--- src/pkg/usr_params.svh ---
`ifndef USR_PARAMS_SVH
`define USR_PARAMS_SVH

// Register byte addresses
`define USR_ADDR_CTRL      8'h00
`define USR_ADDR_RX_FIFO_FULL_THRESHOLD     8'h04
`define USR_ADDR_STATUS    8'h08
`define USR_ADDR_RXDATA    8'h0c
`define USR_ADDR_STOPLEN   8'h10

// Control register fields
`define USR_CTRL_MODEM_BIT   0
`define USR_CTRL_EXT1X_BIT   1
`define USR_CTRL_CHAN1_BIT   2
`define USR_CTRL_WORD16_BIT  3
`define USR_CTRL_CHLEN_LSB   4

// Reset values
`define USR_RX_FIFO_FULL_THRESHOLD_RST     5'h00
`define USR_STOPCODE_RST  4'h7
`define USR_CTRL_RST      6'h34

// Bit timing in sixteenths
`define USR_SIXTEENTHS    5'h10
`define USR_STOP_MIN_68   5'h09
`define USR_STOP_MIN_5    5'h11

`endif

--- src/pkg/usr_pkg.sv ---
package usr_pkg;
	// Packed from the top down so that bit 0 is modem and bits 5:4 the length
	typedef struct packed {
		logic [1:0] char_len;
		logic       word16;
		logic       chan_one;
		logic       ext_1x;
		logic       modem;
	} usr_ctrl_t;

	typedef enum logic [1:0] {
		USR_RX_IDLE,
		USR_RX_BITS,
		USR_RX_STOP
	} usr_rx_state_t;

	typedef struct packed {
		logic [4:0] stop_sixteenths;
		logic       stop_two_bits;
		logic       stop_active;
	} usr_stop_t;
endpackage

--- src/usr_fifo.sv ---
`timescale 1ns/1ps
module usr_fifo #(
	parameter int WIDTH = 8,
	parameter int DEPTH = 16
) (
	input  wire logic               i_sys_clk,
	input  wire logic               i_rst_b,
	input  wire logic [WIDTH-1:0]   i_wr_data,
	input  wire logic               i_wr_valid,
	output logic                    o_wr_ready,
	output logic [WIDTH-1:0]        o_rd_data,
	output logic                    o_rd_valid,
	input  wire logic               i_rd_ready,
	output logic [$clog2(DEPTH):0]  o_count
);
	localparam int AW = $clog2(DEPTH);
	logic [WIDTH-1:0] mem [DEPTH];
	logic [AW-1:0]    wr_ptr_q, wr_ptr_d, rd_ptr_q, rd_ptr_d;
	logic [AW:0]      count_q, count_d;
	logic             push, pop;

	initial begin
		if (DEPTH < 2 || (1 << AW) != DEPTH) $error("usr_fifo depth must be a power of two");
	end

	// Handshake and pointer arithmetic
	always_comb begin
		push     = i_wr_valid && (count_q != (AW+1)'(DEPTH));
		pop      = i_rd_ready && (count_q != '0);
		wr_ptr_d = push ? wr_ptr_q + 1'b1 : wr_ptr_q;
		rd_ptr_d = pop ? rd_ptr_q + 1'b1 : rd_ptr_q;
		count_d  = count_q + (AW+1)'(push) - (AW+1)'(pop);
	end

	always_ff @(posedge i_sys_clk or negedge i_rst_b) begin
		if (!i_rst_b) begin
			wr_ptr_q <= '0;
			rd_ptr_q <= '0;
			count_q  <= '0;
		end else begin
			wr_ptr_q <= wr_ptr_d;
			rd_ptr_q <= rd_ptr_d;
			count_q  <= count_d;
		end
	end

	// Storage, no reset needed
	always_ff @(posedge i_sys_clk) begin
		if (push) begin
			mem[wr_ptr_q] <= i_wr_data;
		end
	end

	assign o_wr_ready = (count_q != (AW+1)'(DEPTH));
	assign o_rd_valid = (count_q != '0);
	assign o_rd_data  = mem[rd_ptr_q];
	assign o_count    = count_q;
endmodule

--- src/usr_stop_rx_fifo_full_threshold.sv ---
// Functional notes
// - Transmit stop length covers 9/16 to 1 and 25/16 to 2 bits for 6-8 bit characters in sixteenth steps.
// - Code 0 gives 17/16 bits for 5-bit and 9/16 for wider characters, each code adding 1/16 except code 8, which adds 9/16 for wider characters.
// - The receiver samples the stop condition once, mid first stop bit after the last data bit.
// - With an external 1x clock, code bit 3 set gives two stop bits, clear gives one.
// - The stop length code is ignored in modem mode.
// - The receive threshold exists only on channel one and works in UART and modem modes.
// - Threshold is field plus one bytes; FIFO counts as full when bytes reach it.
// - FIFO moves whole samples of one or two bytes while thresholds count bytes.
//
// The Wishbone interface to the registers and the placing of the registers were chosen for this implementation.
`timescale 1ns/1ps
`include "usr_params.svh"
module usr_stop_rx_fifo_full_threshold
	import usr_pkg::*;
#(
	parameter int FIFO_DEPTH = 16,
	parameter int OVS        = 16
) (
	input  wire logic        i_sys_clk,
	input  wire logic        i_rst_b,
	input  wire logic [7:0]  i_wb_adr,
	input  wire logic [31:0] i_wb_dat,
	input  wire logic [3:0]  i_wb_sel,
	input  wire logic        i_wb_we,
	input  wire logic        i_wb_cyc,
	input  wire logic        i_wb_stb,
	output logic [31:0]      o_wb_dat,
	output logic             o_wb_ack,
	input  wire logic        i_rx_pin,
	output logic [4:0]       o_stop_sixteenths,
	output logic             o_stop_two_bits,
	output logic             o_rx_full,
	output logic             o_rx_overrun
);
	localparam int CW = $clog2(FIFO_DEPTH);

	initial begin
		if (OVS != 16) $error("usr_stop_rx_fifo_full_threshold needs 16x oversampling");
		if (FIFO_DEPTH != 16) $error("usr_stop_rx_fifo_full_threshold sized for 16 sample FIFO");
	end

	// Bytes held for a sample count
	function automatic logic [6:0] bytes_of(input logic [CW:0] n, input logic w16);
		bytes_of = w16 ? 7'({n, 1'b0}) : 7'(n);
	endfunction

	usr_ctrl_t        ctrl_q, ctrl_d;
	logic [4:0]       rx_fifo_full_threshold_q, rx_fifo_full_threshold_d;
	logic [3:0]       stop_code_q, stop_code_d;
	logic [31:0]      rdat_q, rdat_d;
	logic             ack_q, ack_d;
	logic             full_q, full_d;
	logic             ovr_q, ovr_d;
	usr_stop_t        stop_q, stop_d;
	logic             rx_meta_q, rx_sync_q;
	usr_rx_state_t    st_q, st_d;
	logic [3:0]       tick_q, tick_d;
	logic [3:0]       bit_q, bit_d;
	logic [15:0]      shift_q, shift_d;
	logic [7:0]       hold_q, hold_d;
	logic             push_pend_q, push_pend_d;
	logic             frame_err_q, frame_err_d;
	logic [15:0]      f_wdata, f_rdata;
	logic             f_wvalid, f_wready, f_rvalid, f_rready;
	logic [CW:0]      f_count;
	logic             bus_req, rd_pop;

	// Stop length before the 1x and modem overrides, six bits so 2.0 fits
	logic [5:0]       stop_len;

	// Received character moved down to bit 0 for short lengths
	logic [7:0]       rx_byte;

	assign bus_req = i_wb_cyc && i_wb_stb && !ack_q;

	// Register writes and read mux
	always_comb begin
		ctrl_d      = ctrl_q;
		rx_fifo_full_threshold_d     = rx_fifo_full_threshold_q;
		stop_code_d = stop_code_q;
		rdat_d      = rdat_q;
		ack_d       = bus_req;
		rd_pop      = 1'b0;
		if (bus_req && i_wb_we && i_wb_sel[0]) begin
			case (i_wb_adr)
				`USR_ADDR_CTRL:    ctrl_d = usr_ctrl_t'(i_wb_dat[5:0]);
				`USR_ADDR_RX_FIFO_FULL_THRESHOLD:   rx_fifo_full_threshold_d = i_wb_dat[4:0];
				`USR_ADDR_STOPLEN: stop_code_d = i_wb_dat[3:0];
				default:           ;
			endcase
		end
		if (bus_req && !i_wb_we) begin
			case (i_wb_adr)
				`USR_ADDR_CTRL:    rdat_d = {26'h0, ctrl_q};
				`USR_ADDR_RX_FIFO_FULL_THRESHOLD:   rdat_d = {27'h0, rx_fifo_full_threshold_q};
				`USR_ADDR_STOPLEN: rdat_d = {28'h0, stop_code_q};
				`USR_ADDR_STATUS:  rdat_d = {24'h0, frame_err_q, ovr_q, full_q, f_rvalid,
					(4)'(f_count)};
				`USR_ADDR_RXDATA: begin
					rdat_d = {16'h0, f_rdata};
					rd_pop = f_rvalid;
				end
				default:           rdat_d = 32'h0;
			endcase
		end
	end

	// Transmit stop length decode
	always_comb begin
		// Upper codes share one column; 5-bit characters start half a bit higher
		if (stop_code_q[3] || ctrl_q.char_len == 2'b00) begin
			stop_len = 6'(`USR_STOP_MIN_5) + 6'(stop_code_q);
		end else begin
			stop_len = 6'(`USR_STOP_MIN_68) + 6'(stop_code_q);
		end
		stop_d.stop_active     = !ctrl_q.modem;
		// A full two bits is shown as two_bits with zero sixteenths
		stop_d.stop_two_bits   = stop_len[5];
		stop_d.stop_sixteenths = stop_len[4:0];
		if (ctrl_q.ext_1x) begin
			stop_d.stop_two_bits   = stop_code_q[3];
			stop_d.stop_sixteenths = stop_code_q[3] ? 5'h00 : `USR_SIXTEENTHS;
		end
		if (ctrl_q.modem) begin
			stop_d.stop_two_bits   = 1'b0;
			stop_d.stop_sixteenths = `USR_SIXTEENTHS;
		end
	end

	// Receiver: 8N1 style, sample width from control
	always_comb begin
		st_d        = st_q;
		tick_d      = tick_q + 4'h1;
		bit_d       = bit_q;
		shift_d     = shift_q;
		hold_d      = hold_q;
		push_pend_d = push_pend_q;
		frame_err_d = frame_err_q;
		ovr_d       = ovr_q;
		f_wvalid    = 1'b0;
		f_wdata     = shift_q;
		// Bits enter at the top, so short characters sit high in hold_q
		rx_byte     = hold_q >> (2'h3 - ctrl_q.char_len);
		if (push_pend_q) begin
			f_wvalid = 1'b1;
			if (f_wready) begin
				push_pend_d = 1'b0;
			end
		end
		case (st_q)
			USR_RX_IDLE: begin
				tick_d = 4'h0;
				if (!rx_sync_q) begin
					st_d   = USR_RX_BITS;
					tick_d = 4'h8;
					bit_d  = 4'h0;
				end
			end
			USR_RX_BITS: begin
				if (tick_q == 4'hf) begin
					if (bit_q != 4'h0) begin
						hold_d = {rx_sync_q, hold_q[7:1]};
					end
					bit_d = bit_q + 4'h1;
					// Last data bit is number 5 plus the length code
					if (bit_q == 4'h5 + {2'b00, ctrl_q.char_len}) begin
						st_d = USR_RX_STOP;
					end
				end
			end
			USR_RX_STOP: begin
				if (tick_q == 4'hf) begin
					st_d        = USR_RX_IDLE;
					frame_err_d = !rx_sync_q;
					if (ctrl_q.word16 && !shift_q[15]) begin
						shift_d = {1'b1, 7'h0, rx_byte};
					end else if (push_pend_q) begin
						ovr_d = 1'b1;
					end else begin
						push_pend_d = 1'b1;
						shift_d     = ctrl_q.word16 ? {rx_byte, shift_q[7:0]} : {8'h0, rx_byte};
					end
				end
			end
			default: st_d = USR_RX_IDLE;
		endcase
		if (push_pend_q && f_wready) begin
			shift_d = '0;
		end
	end

	// Byte threshold compare, channel one only
	always_comb begin
		full_d = ctrl_q.chan_one &&
			(bytes_of(f_count, ctrl_q.word16) >= 7'(rx_fifo_full_threshold_q) + 7'h1);
	end

	assign f_rready = rd_pop;

	usr_fifo #(
		.WIDTH(16),
		.DEPTH(FIFO_DEPTH)
	) u_fifo (
		.i_sys_clk  (i_sys_clk),
		.i_rst_b    (i_rst_b),
		.i_wr_data  (f_wdata),
		.i_wr_valid (f_wvalid),
		.o_wr_ready (f_wready),
		.o_rd_data  (f_rdata),
		.o_rd_valid (f_rvalid),
		.i_rd_ready (f_rready),
		.o_count    (f_count)
	);

	// Register bus and configuration state
	always_ff @(posedge i_sys_clk or negedge i_rst_b) begin
		if (!i_rst_b) begin
			ctrl_q      <= usr_ctrl_t'(`USR_CTRL_RST);
			rx_fifo_full_threshold_q     <= `USR_RX_FIFO_FULL_THRESHOLD_RST;
			stop_code_q <= `USR_STOPCODE_RST;
			rdat_q      <= 32'h0;
			ack_q       <= 1'b0;
		end else begin
			ctrl_q      <= ctrl_d;
			rx_fifo_full_threshold_q     <= rx_fifo_full_threshold_d;
			stop_code_q <= stop_code_d;
			rdat_q      <= rdat_d;
			ack_q       <= ack_d;
		end
	end

	// Registered stop length and full flag outputs
	always_ff @(posedge i_sys_clk or negedge i_rst_b) begin
		if (!i_rst_b) begin
			full_q      <= 1'b0;
			stop_q      <= '0;
		end else begin
			full_q      <= full_d;
			stop_q      <= stop_d;
		end
	end

	// Receiver state, line idles high so the synchroniser resets high
	always_ff @(posedge i_sys_clk or negedge i_rst_b) begin
		if (!i_rst_b) begin
			ovr_q       <= 1'b0;
			rx_meta_q   <= 1'b1;
			rx_sync_q   <= 1'b1;
			st_q        <= USR_RX_IDLE;
			tick_q      <= 4'h0;
			bit_q       <= 4'h0;
			shift_q     <= 16'h0;
			hold_q      <= 8'h0;
			push_pend_q <= 1'b0;
			frame_err_q <= 1'b0;
		end else begin
			ovr_q       <= ovr_d;
			rx_meta_q   <= i_rx_pin;
			rx_sync_q   <= rx_meta_q;
			st_q        <= st_d;
			tick_q      <= tick_d;
			bit_q       <= bit_d;
			shift_q     <= shift_d;
			hold_q      <= hold_d;
			push_pend_q <= push_pend_d;
			frame_err_q <= frame_err_d;
		end
	end

	assign o_wb_dat          = rdat_q;
	assign o_wb_ack          = ack_q;
	assign o_stop_sixteenths = stop_q.stop_sixteenths;
	assign o_stop_two_bits   = stop_q.stop_two_bits;
	assign o_rx_full         = full_q;
	assign o_rx_overrun      = ovr_q;
endmodule

--- config.mk ---
export PLATFORM = sky130hd
export DESIGN_NAME = usr_stop_rx_fifo_full_threshold
export DESIGN_NICKNAME = d
export VERILOG_FILES = /design/src/pkg/usr_pkg.sv /design/src/usr_fifo.sv /design/src/usr_stop_rx_fifo_full_threshold.sv
export VERILOG_INCLUDE_DIRS = /design/src /design/src/pkg
export SDC_FILE = /design/constraint.sdc
export NUM_CORES = 1
export LEC_CHECK = 0
export BUFFER_PORTS_ARGS = -buffer_cell sky130_fd_sc_hd__buf_2
export CORE_ASPECT_RATIO = 0.5
export CORE_MARGIN = 2
export CORE_UTILIZATION = 40
export CTS_CLUSTER_SIZE = 10
export DETAILED_ROUTE_END_ITERATION = 8
export PLACE_DENSITY = 0.56
export SLEW_MARGIN = 20
export SYNTH_ARGS = -nofsm -noshare
export SYNTH_HDL_FRONTEND = slang
export SYNTH_SLANG_ARGS = --single-unit
--- constraint.sdc ---
create_clock -name i_sys_clk -period 2.7 [get_ports i_sys_clk]
set_clock_uncertainty 0.1 [all_clocks]
set_input_delay 0.27 -clock i_sys_clk [delete_from_list [all_inputs] [get_ports i_sys_clk]]
set_output_delay 0.27 -clock i_sys_clk [all_outputs]
set_load 0.02 [all_outputs]
## Word-level counts from Yosys, hierarchy flattened

Memories as Yosys holds them, arrays and structs flattened.
Index checks and enable logic that the tools add are counted.

| word-level totals | value |
|---|---|
| register bits | 107 |
| memory bits (writable) | 256 |
| input port bits | 50 |
| logic and storage cells | 122 |
| memories kept | 1 |

| operators by class | value |
|---|---|
| add/sub/neg operators | 11 |
| magnitude comparators | 1 |
| eq/ne operators | 15 |
| shifts and indexed selects | 1 |
| multiplexer cells | 33 |
| bitwise operators | 1 |
| reductions and logical operators | 33 |

Memories:

| memory | words | width | read ports | clocked after memory_dff | wr ports | RTL line | source |
|---|---|---|---|---|---|---|---|
| u_fifo.mem | 16 | 16 | 1 | 0 | 1 | usr_fifo.sv:17 | `logic [WIDTH-1:0] mem [DEPTH];` |

Operators by type and width:

| cell | number |
|---|---|
| 2-to-1 mux 16 bit | 6 |
| one-hot mux 16 bit (5 select lines) | 1 |
| 2-to-1 mux 6 bit | 4 |
| adder 4 x 1 -> 4 bit (second input constant) | 4 |
| equality test 8 x 4 -> 1 bit (second input constant) | 2 |
| 2-to-1 mux 4 bit | 4 |
| AND reduction 4 bit | 3 |
| 2-to-1 mux 1 bit | 11 |
| logical AND 1 bit | 10 |
| AND reduction 3 bit | 3 |
| equality test 8 x 3 -> 1 bit (second input constant) | 1 |
| equality test 8 x 5 -> 1 bit (second input constant) | 1 |
| logical NOT 8 bit | 1 |
| 2-to-1 mux 2 bit | 4 |
| != test 2 bit (second input constant) | 4 |
| one-hot mux 4 bit (2 select lines) | 1 |
| AND reduction 2 bit | 4 |
| right shift 8 x 2 -> 8 bit | 1 |
| adder 5 x 1 -> 6 bit (second input constant) | 1 |
| adder 5 x 4 -> 6 bit (first input constant) | 1 |
| >= comparator 6 bit | 1 |
| != test 3 x 1 -> 1 bit (second input constant) | 2 |
| one-hot mux 2 bit (3 select lines) | 1 |
| nonzero test 2 bit | 3 |
| other kinds (17) | 21 |

## Depth between registers and ports, before layout

| depth | value |
|---|---|
| depth after elaboration | 8 |
| gate-level depth with buffers | 15 |
| gate-level depth less buffers | 15 |

## Hierarchy

Synthesis repeated with hierarchy kept, for this count alone.

| unflattened totals | value |
|---|---|
| cells, all modules | 914 |
| area total of the unflattened synthesis | 14631.5 um^2 |

Modules (own cells, without submodules):

| module | instances | cells an instance | area each (um^2) |
|---|---|---|---|
| usr_fifo | 1 | 551 | 10626.4 |
| usr_stop_rx_fifo_full_threshold | 1 | 363 | 4005.1 |

## Least setup slack after synthesis

No wires, ideal clock.

| path | value |
|---|---|
| path kind | input-to-reg |
| from | input port i_wb_adr[5] |
| to | register u_fifo.count_q[4] (netlist: u_fifo.o_count[4]) |
| data arrival time | 2.635 ns |
| data required time | 2.475 ns |
| setup slack | -0.160 ns |
| stages on the path | 14 |
| path through | or4_4 or2_1 buf_2 nor4_1 ha_1 inv_1 ha_1 inv_1 fa_1 inv_1 a21oi_1 nor2_1 nor2_1 xnor2_1 |

| on the way | value |
|---|---|
| longest elaborated chain between the ends | 5 |

Ends and longest elaborated chain:

| item | RTL line | source |
|---|---|---|
| start: declaration | usr_stop_rx_fifo_full_threshold.sv:22 | `input wire logic [7:0] i_wb_adr,` |
| equality test 8 x 4 -> 1 bit | usr_stop_rx_fifo_full_threshold.sv:94 | `case (i_wb_adr)` |
| 2-to-1 mux 1 bit | usr_stop_rx_fifo_full_threshold.sv:94 |  |
| 2-to-1 mux 1 bit | usr_stop_rx_fifo_full_threshold.sv:93 | `if (bus_req && !i_wb_we) begin` |
| logical AND 1 bit | usr_fifo.sv:29 | `pop = i_rd_ready && (count_q != '0);` |
| via u_fifo.pop | usr_fifo.sv:20 | `logic push, pop;` |
| subtractor 5 x 1 -> 5 bit | usr_fifo.sv:32 | `count_d = count_q + (AW+1)'(push) - (AW+1)'(pop);` |
| via u_fifo.count_d[4] | usr_fifo.sv:19 | `logic [AW:0] count_q, count_d;` |
| end signal: assignment | usr_fifo.sv:43 | `count_q <= count_d;` |
| end: declaration | usr_fifo.sv:19 |  |

The timed path passes the listed nets, and every way through them passes these cells.
A chain may end at the register's enable or synchronous reset.

## Final worst setup path

| path | value |
|---|---|
| from | register u_fifo.count_q[3] (netlist: u_fifo.o_count[3]) |
| to | register u_fifo.count_q[4] (netlist: u_fifo.o_count[4]) |

| on the way | value |
|---|---|
| longest elaborated chain between the ends | 5 |
| elaborated cells on any way between the ends | 8 |
| classes of those cells | 2 x add/sub; 1 x eq/ne; 2 x mux; 3 x reduce/logical |

Ends and longest elaborated chain:

| item | RTL line |
|---|---|
| nonzero test 5 bit * | usr_fifo.sv:29, usr_fifo.sv:55 |
| 2-to-1 mux 1 bit | usr_stop_rx_fifo_full_threshold.sv:94 |
| 2-to-1 mux 1 bit | usr_stop_rx_fifo_full_threshold.sv:93 |
| logical AND 1 bit * | usr_fifo.sv:29 |
| via u_fifo.pop | usr_fifo.sv:20 |
| subtractor 5 x 1 -> 5 bit * | usr_fifo.sv:32 |
| via u_fifo.count_d[4] | usr_fifo.sv:19 |

Mark *: on every way through the listed nets, which the timed path passes. The rest lies on a longest branch.

==> impl_metrics.ini <==
[cells_and_area]
layout.cells.most_common = sky130_fd_sc_hd__edfxtp_1
antenna-diode-count = 0
layout_common_cells = sky130_fd_sc_hd__edfxtp_1, sky130_fd_sc_hd__dfrtp_1, sky130_fd_sc_hd__nand2_1
area_growth_syn_to_layout_pct = 16.9
layout-drive-gt1-share_pct = 26.6
final_net_count = 1086
fin_util_pct = 47.5
post_layout_nonfiller_instances = 1527

[global_route]
first_global_vias = 8366
grt_max_degree = 44
grt_first_pass_wirelength_um = 50900
grt-ovfl-total = 0
antenna_violations_before_repair = 0
grt.total_usage_pct = 17.8

[drt]
antenna_left = 0
route.detailed.vias_per_inst = 5.30
first_iter_violations = 724
dr_drc_count = 0
vias = 8088
drt_pass1_iterations = 5
post_drt_wl_per_cell_um = 21.7
total_detailed_routing_wirelength_um = 33200

[timing]
worst-slew-pin-transition_ps = 625
relSlewSlack_pct = 57.3
finalCritPeriodShare_pct = 93.8
post_route_setup_slack_ps = 168
post-route-min-period_ps = 2530
max_freq_mhz = 395
slew_viol_final = 0
report.final.hold_viol_count = 0
hold-worst-slack_ps = 140
setup-violations-final = 0

[placement]
placed_cells = 1441
place.port_buffers = 45
place.gp.congestion = 0.765
dpl_worst_slack_ps = -69.7
dp_hpwl_um = 20900

[clock_network]
clock_sink_count = 347
clock_tree.buffer_depth = 3
cts_buffers = 40
worst_setup_hold_path_clk_slew_ps = 60
clock_latency_at_the_later_pin_of_the_worst_skew_pair_ps = 540
cts.htree.levels = 2
cts_root_buf = sky130_fd_sc_hd__clkbuf_16
cts_tree = yes

[pwr]
power-per-cell-area_nw_per_um2 = 639
vdd_ir_drop_max_uv = 404
leakage_power_total_nw = 5.45

[yosys]
synthesis.area_per_instance_um2 = 16.2
ys_ff_latch = 347
synthDominantCellAreaShare_pct = 52.7
synth-main-ff-cell = sky130_fd_sc_hd__edfxtp_1
post_synth_main_area_contributors = sky130_fd_sc_hd__edfxtp_1, sky130_fd_sc_hd__dfrtp_1, sky130_fd_sc_hd__mux4_2
synth.largest_area_cell = sky130_fd_sc_hd__edfxtp_1
postSynth.asyncResetShare_pct = 26.2
synth-seq-area-share_pct = 68.3
post_synth_instance_area_um2 = 14600
yosys.cell_types.count = 53
syn-instance-count = 901
synth_edf_count = 256
synth_warnings = 0

[worst_hold_path]
worstHoldStart = i_wb_adr[0]
hold_end = o_wb_dat[5]
timing.hold.worst.class = in2reg
hold_depth = 3

[setup_path]
worst_ep_required_time_ps = 3020
timing.reg2reg.setup_slack_ps = 170
worst_setup_path_end_kind = flop
worstReg2RegEnd = u_fifo.o_count[4]
worst_setup_path_start_kind = flop
ff2ff_path_depth = 15
cp_max_fo = 3
critical_path.reg2reg.startpoint = u_fifo.o_count[3]
setup_crit_path_kind = reg2reg
worstPathArrival_ps = 2850

[floorplan]
ios = 91
die_outline_height_um = 139
dieArea_um2 = 38100
core_region_area_um2 = 35900
floorplan.rows = 49
die_x_um = 274
start_util_pct = 40.6

[job]
drv.max_cap_violation_count = 0

[status]
status = complete, no violations
-- routing by layer --
metal | global-route usage [%] | vias to the layer above | wire [um] | share of wire (%)
met2 | 28.9 | 204 | 15900 | 48
met1 | 25.1 | 4204 | 15100 | 46
met5 | 0 | - | 0 | 0
met3 | 3.36 | 36 | 1710 | 5.2
met4 | 3.80 | 0 | 434 | 1.3
li1 | - | 3644 | - | -
-- cell type report --
| cell class | count | area, um2 |
|---|---|---|
| Fill cell | 3144 | 18900 |
| Sequential cell | 347 | 9980 |
| Multi-Input combinational cell | 484 | 4300 |
| Clock buffer | 71 | 1130 |
| Timing Repair Buffer | 114 | 921 |
| Tap cell | 484 | 606 |
| Inverter | 24 | 90.1 |
| Clock inverter | 3 | 47.5 |
-- worst max path at each step --
stage / start / endpoint / slack (ps) / depth (start not counted)
detailed placement: i_wb_adr[5] / u_fifo.o_count[4] / -70 / 14
finish: u_fifo.o_count[3] / u_fifo.o_count[4] / 170 / 15
global route: u_fifo.o_count[3] / u_fifo.o_count[4] / -50 / 15
floorplan: i_wb_adr[5] / u_fifo.o_count[4] / 20 / 14
CTS: u_fifo.o_count[2] / u_fifo.o_count[4] / 20 / 15
global placement: i_wb_adr[5] / u_fifo.o_count[4] / -60 / 14
-- synth_stat cells (all sizes together) (6+ instances only) --
cell / number
a211oi: 10
a21oi: 17
a22oi: 7
and2: 11
and3: 6
buf: 35
clkbuf: 26
dfrtp: 83
dfstp: 8
edfxtp: 256
ha: 24
inv: 24
mux2: 43
mux2i: 33
mux4: 60
nand2: 72
nand3: 10
nor2: 28
nor2b: 10
nor3: 11
o21ai: 57
xnor2: 14
-- registers in the layout (all words and copies together), names as in the netlist, 5 cells and up --
register / flops
ctrl_q: 6
f_wdata: 16
hold_q: 8
o_stop_sixteenths: 5
o_wb_dat: 16
rx_fifo_full_threshold_q: 5
u_fifo.mem: 256
u_fifo.o_count: 5
-- power breakdown --
group,switching [W],internal [W]
clock network,0.00206,0.00283
registers,0.0000330,0.00570
logic,0.000156,0.000117
total,0.00225,0.00865
-- repair_timing --
item	CTS	global route
hold endpoints to repair	54	0
resized for setup	0	6
setup endpoints to repair	0	2
hold buffers	10	0
buffers inserted	0	2
-- per-stage QoR --
stage                     area, um2  power, W  setup TNS (ps)
after floorplan               14700   0.00599               0
after global placement        15800   0.00608           -62.2
after detailed placement      15800   0.00609           -69.7
after CTS                     17000    0.0110               0
after global routing          17100    0.0113           -48.4
final                         17100    0.0109               0
-- worst max-delay path, stage by stage, from the launching register on --
cell and delay, ps:
sky130_fd_sc_hd__dfrtp_1 400, sky130_fd_sc_hd__inv_2 70, sky130_fd_sc_hd__ha_1 140, sky130_fd_sc_hd__nor3b_4 200, sky130_fd_sc_hd__nor2b_4 190, sky130_fd_sc_hd__nor4_2 50, sky130_fd_sc_hd__ha_1 280, sky130_fd_sc_hd__inv_1 60
sky130_fd_sc_hd__ha_2 170, sky130_fd_sc_hd__inv_1 50, sky130_fd_sc_hd__fa_2 330, sky130_fd_sc_hd__inv_1 60, sky130_fd_sc_hd__a21oi_1 50, sky130_fd_sc_hd__nor2_1 80, sky130_fd_sc_hd__nor2_1 60, sky130_fd_sc_hd__xnor2_1 110
-- logic make-up (layout without fill, tap and decap cells) --
kind of cell | after synthesis | count (layout) | synth area share (%)
multiplexers | 136 | 136 | 14.8
XOR/XNOR | 19 | 19 | 1.14
AO/OA/AOI/OAI | 106 | 106 | 4.17
flip-flops | 347 | 347 | 68.3
buffers and inverters | 85 | 212 | 2.85
AND/OR/NAND/NOR | 182 | 182 | 6.47
other | 1 | 16 | 0.0257
adder cells (fa/ha/maj) | 25 | 25 | 2.19
Power figures use the tool's default switching activity.
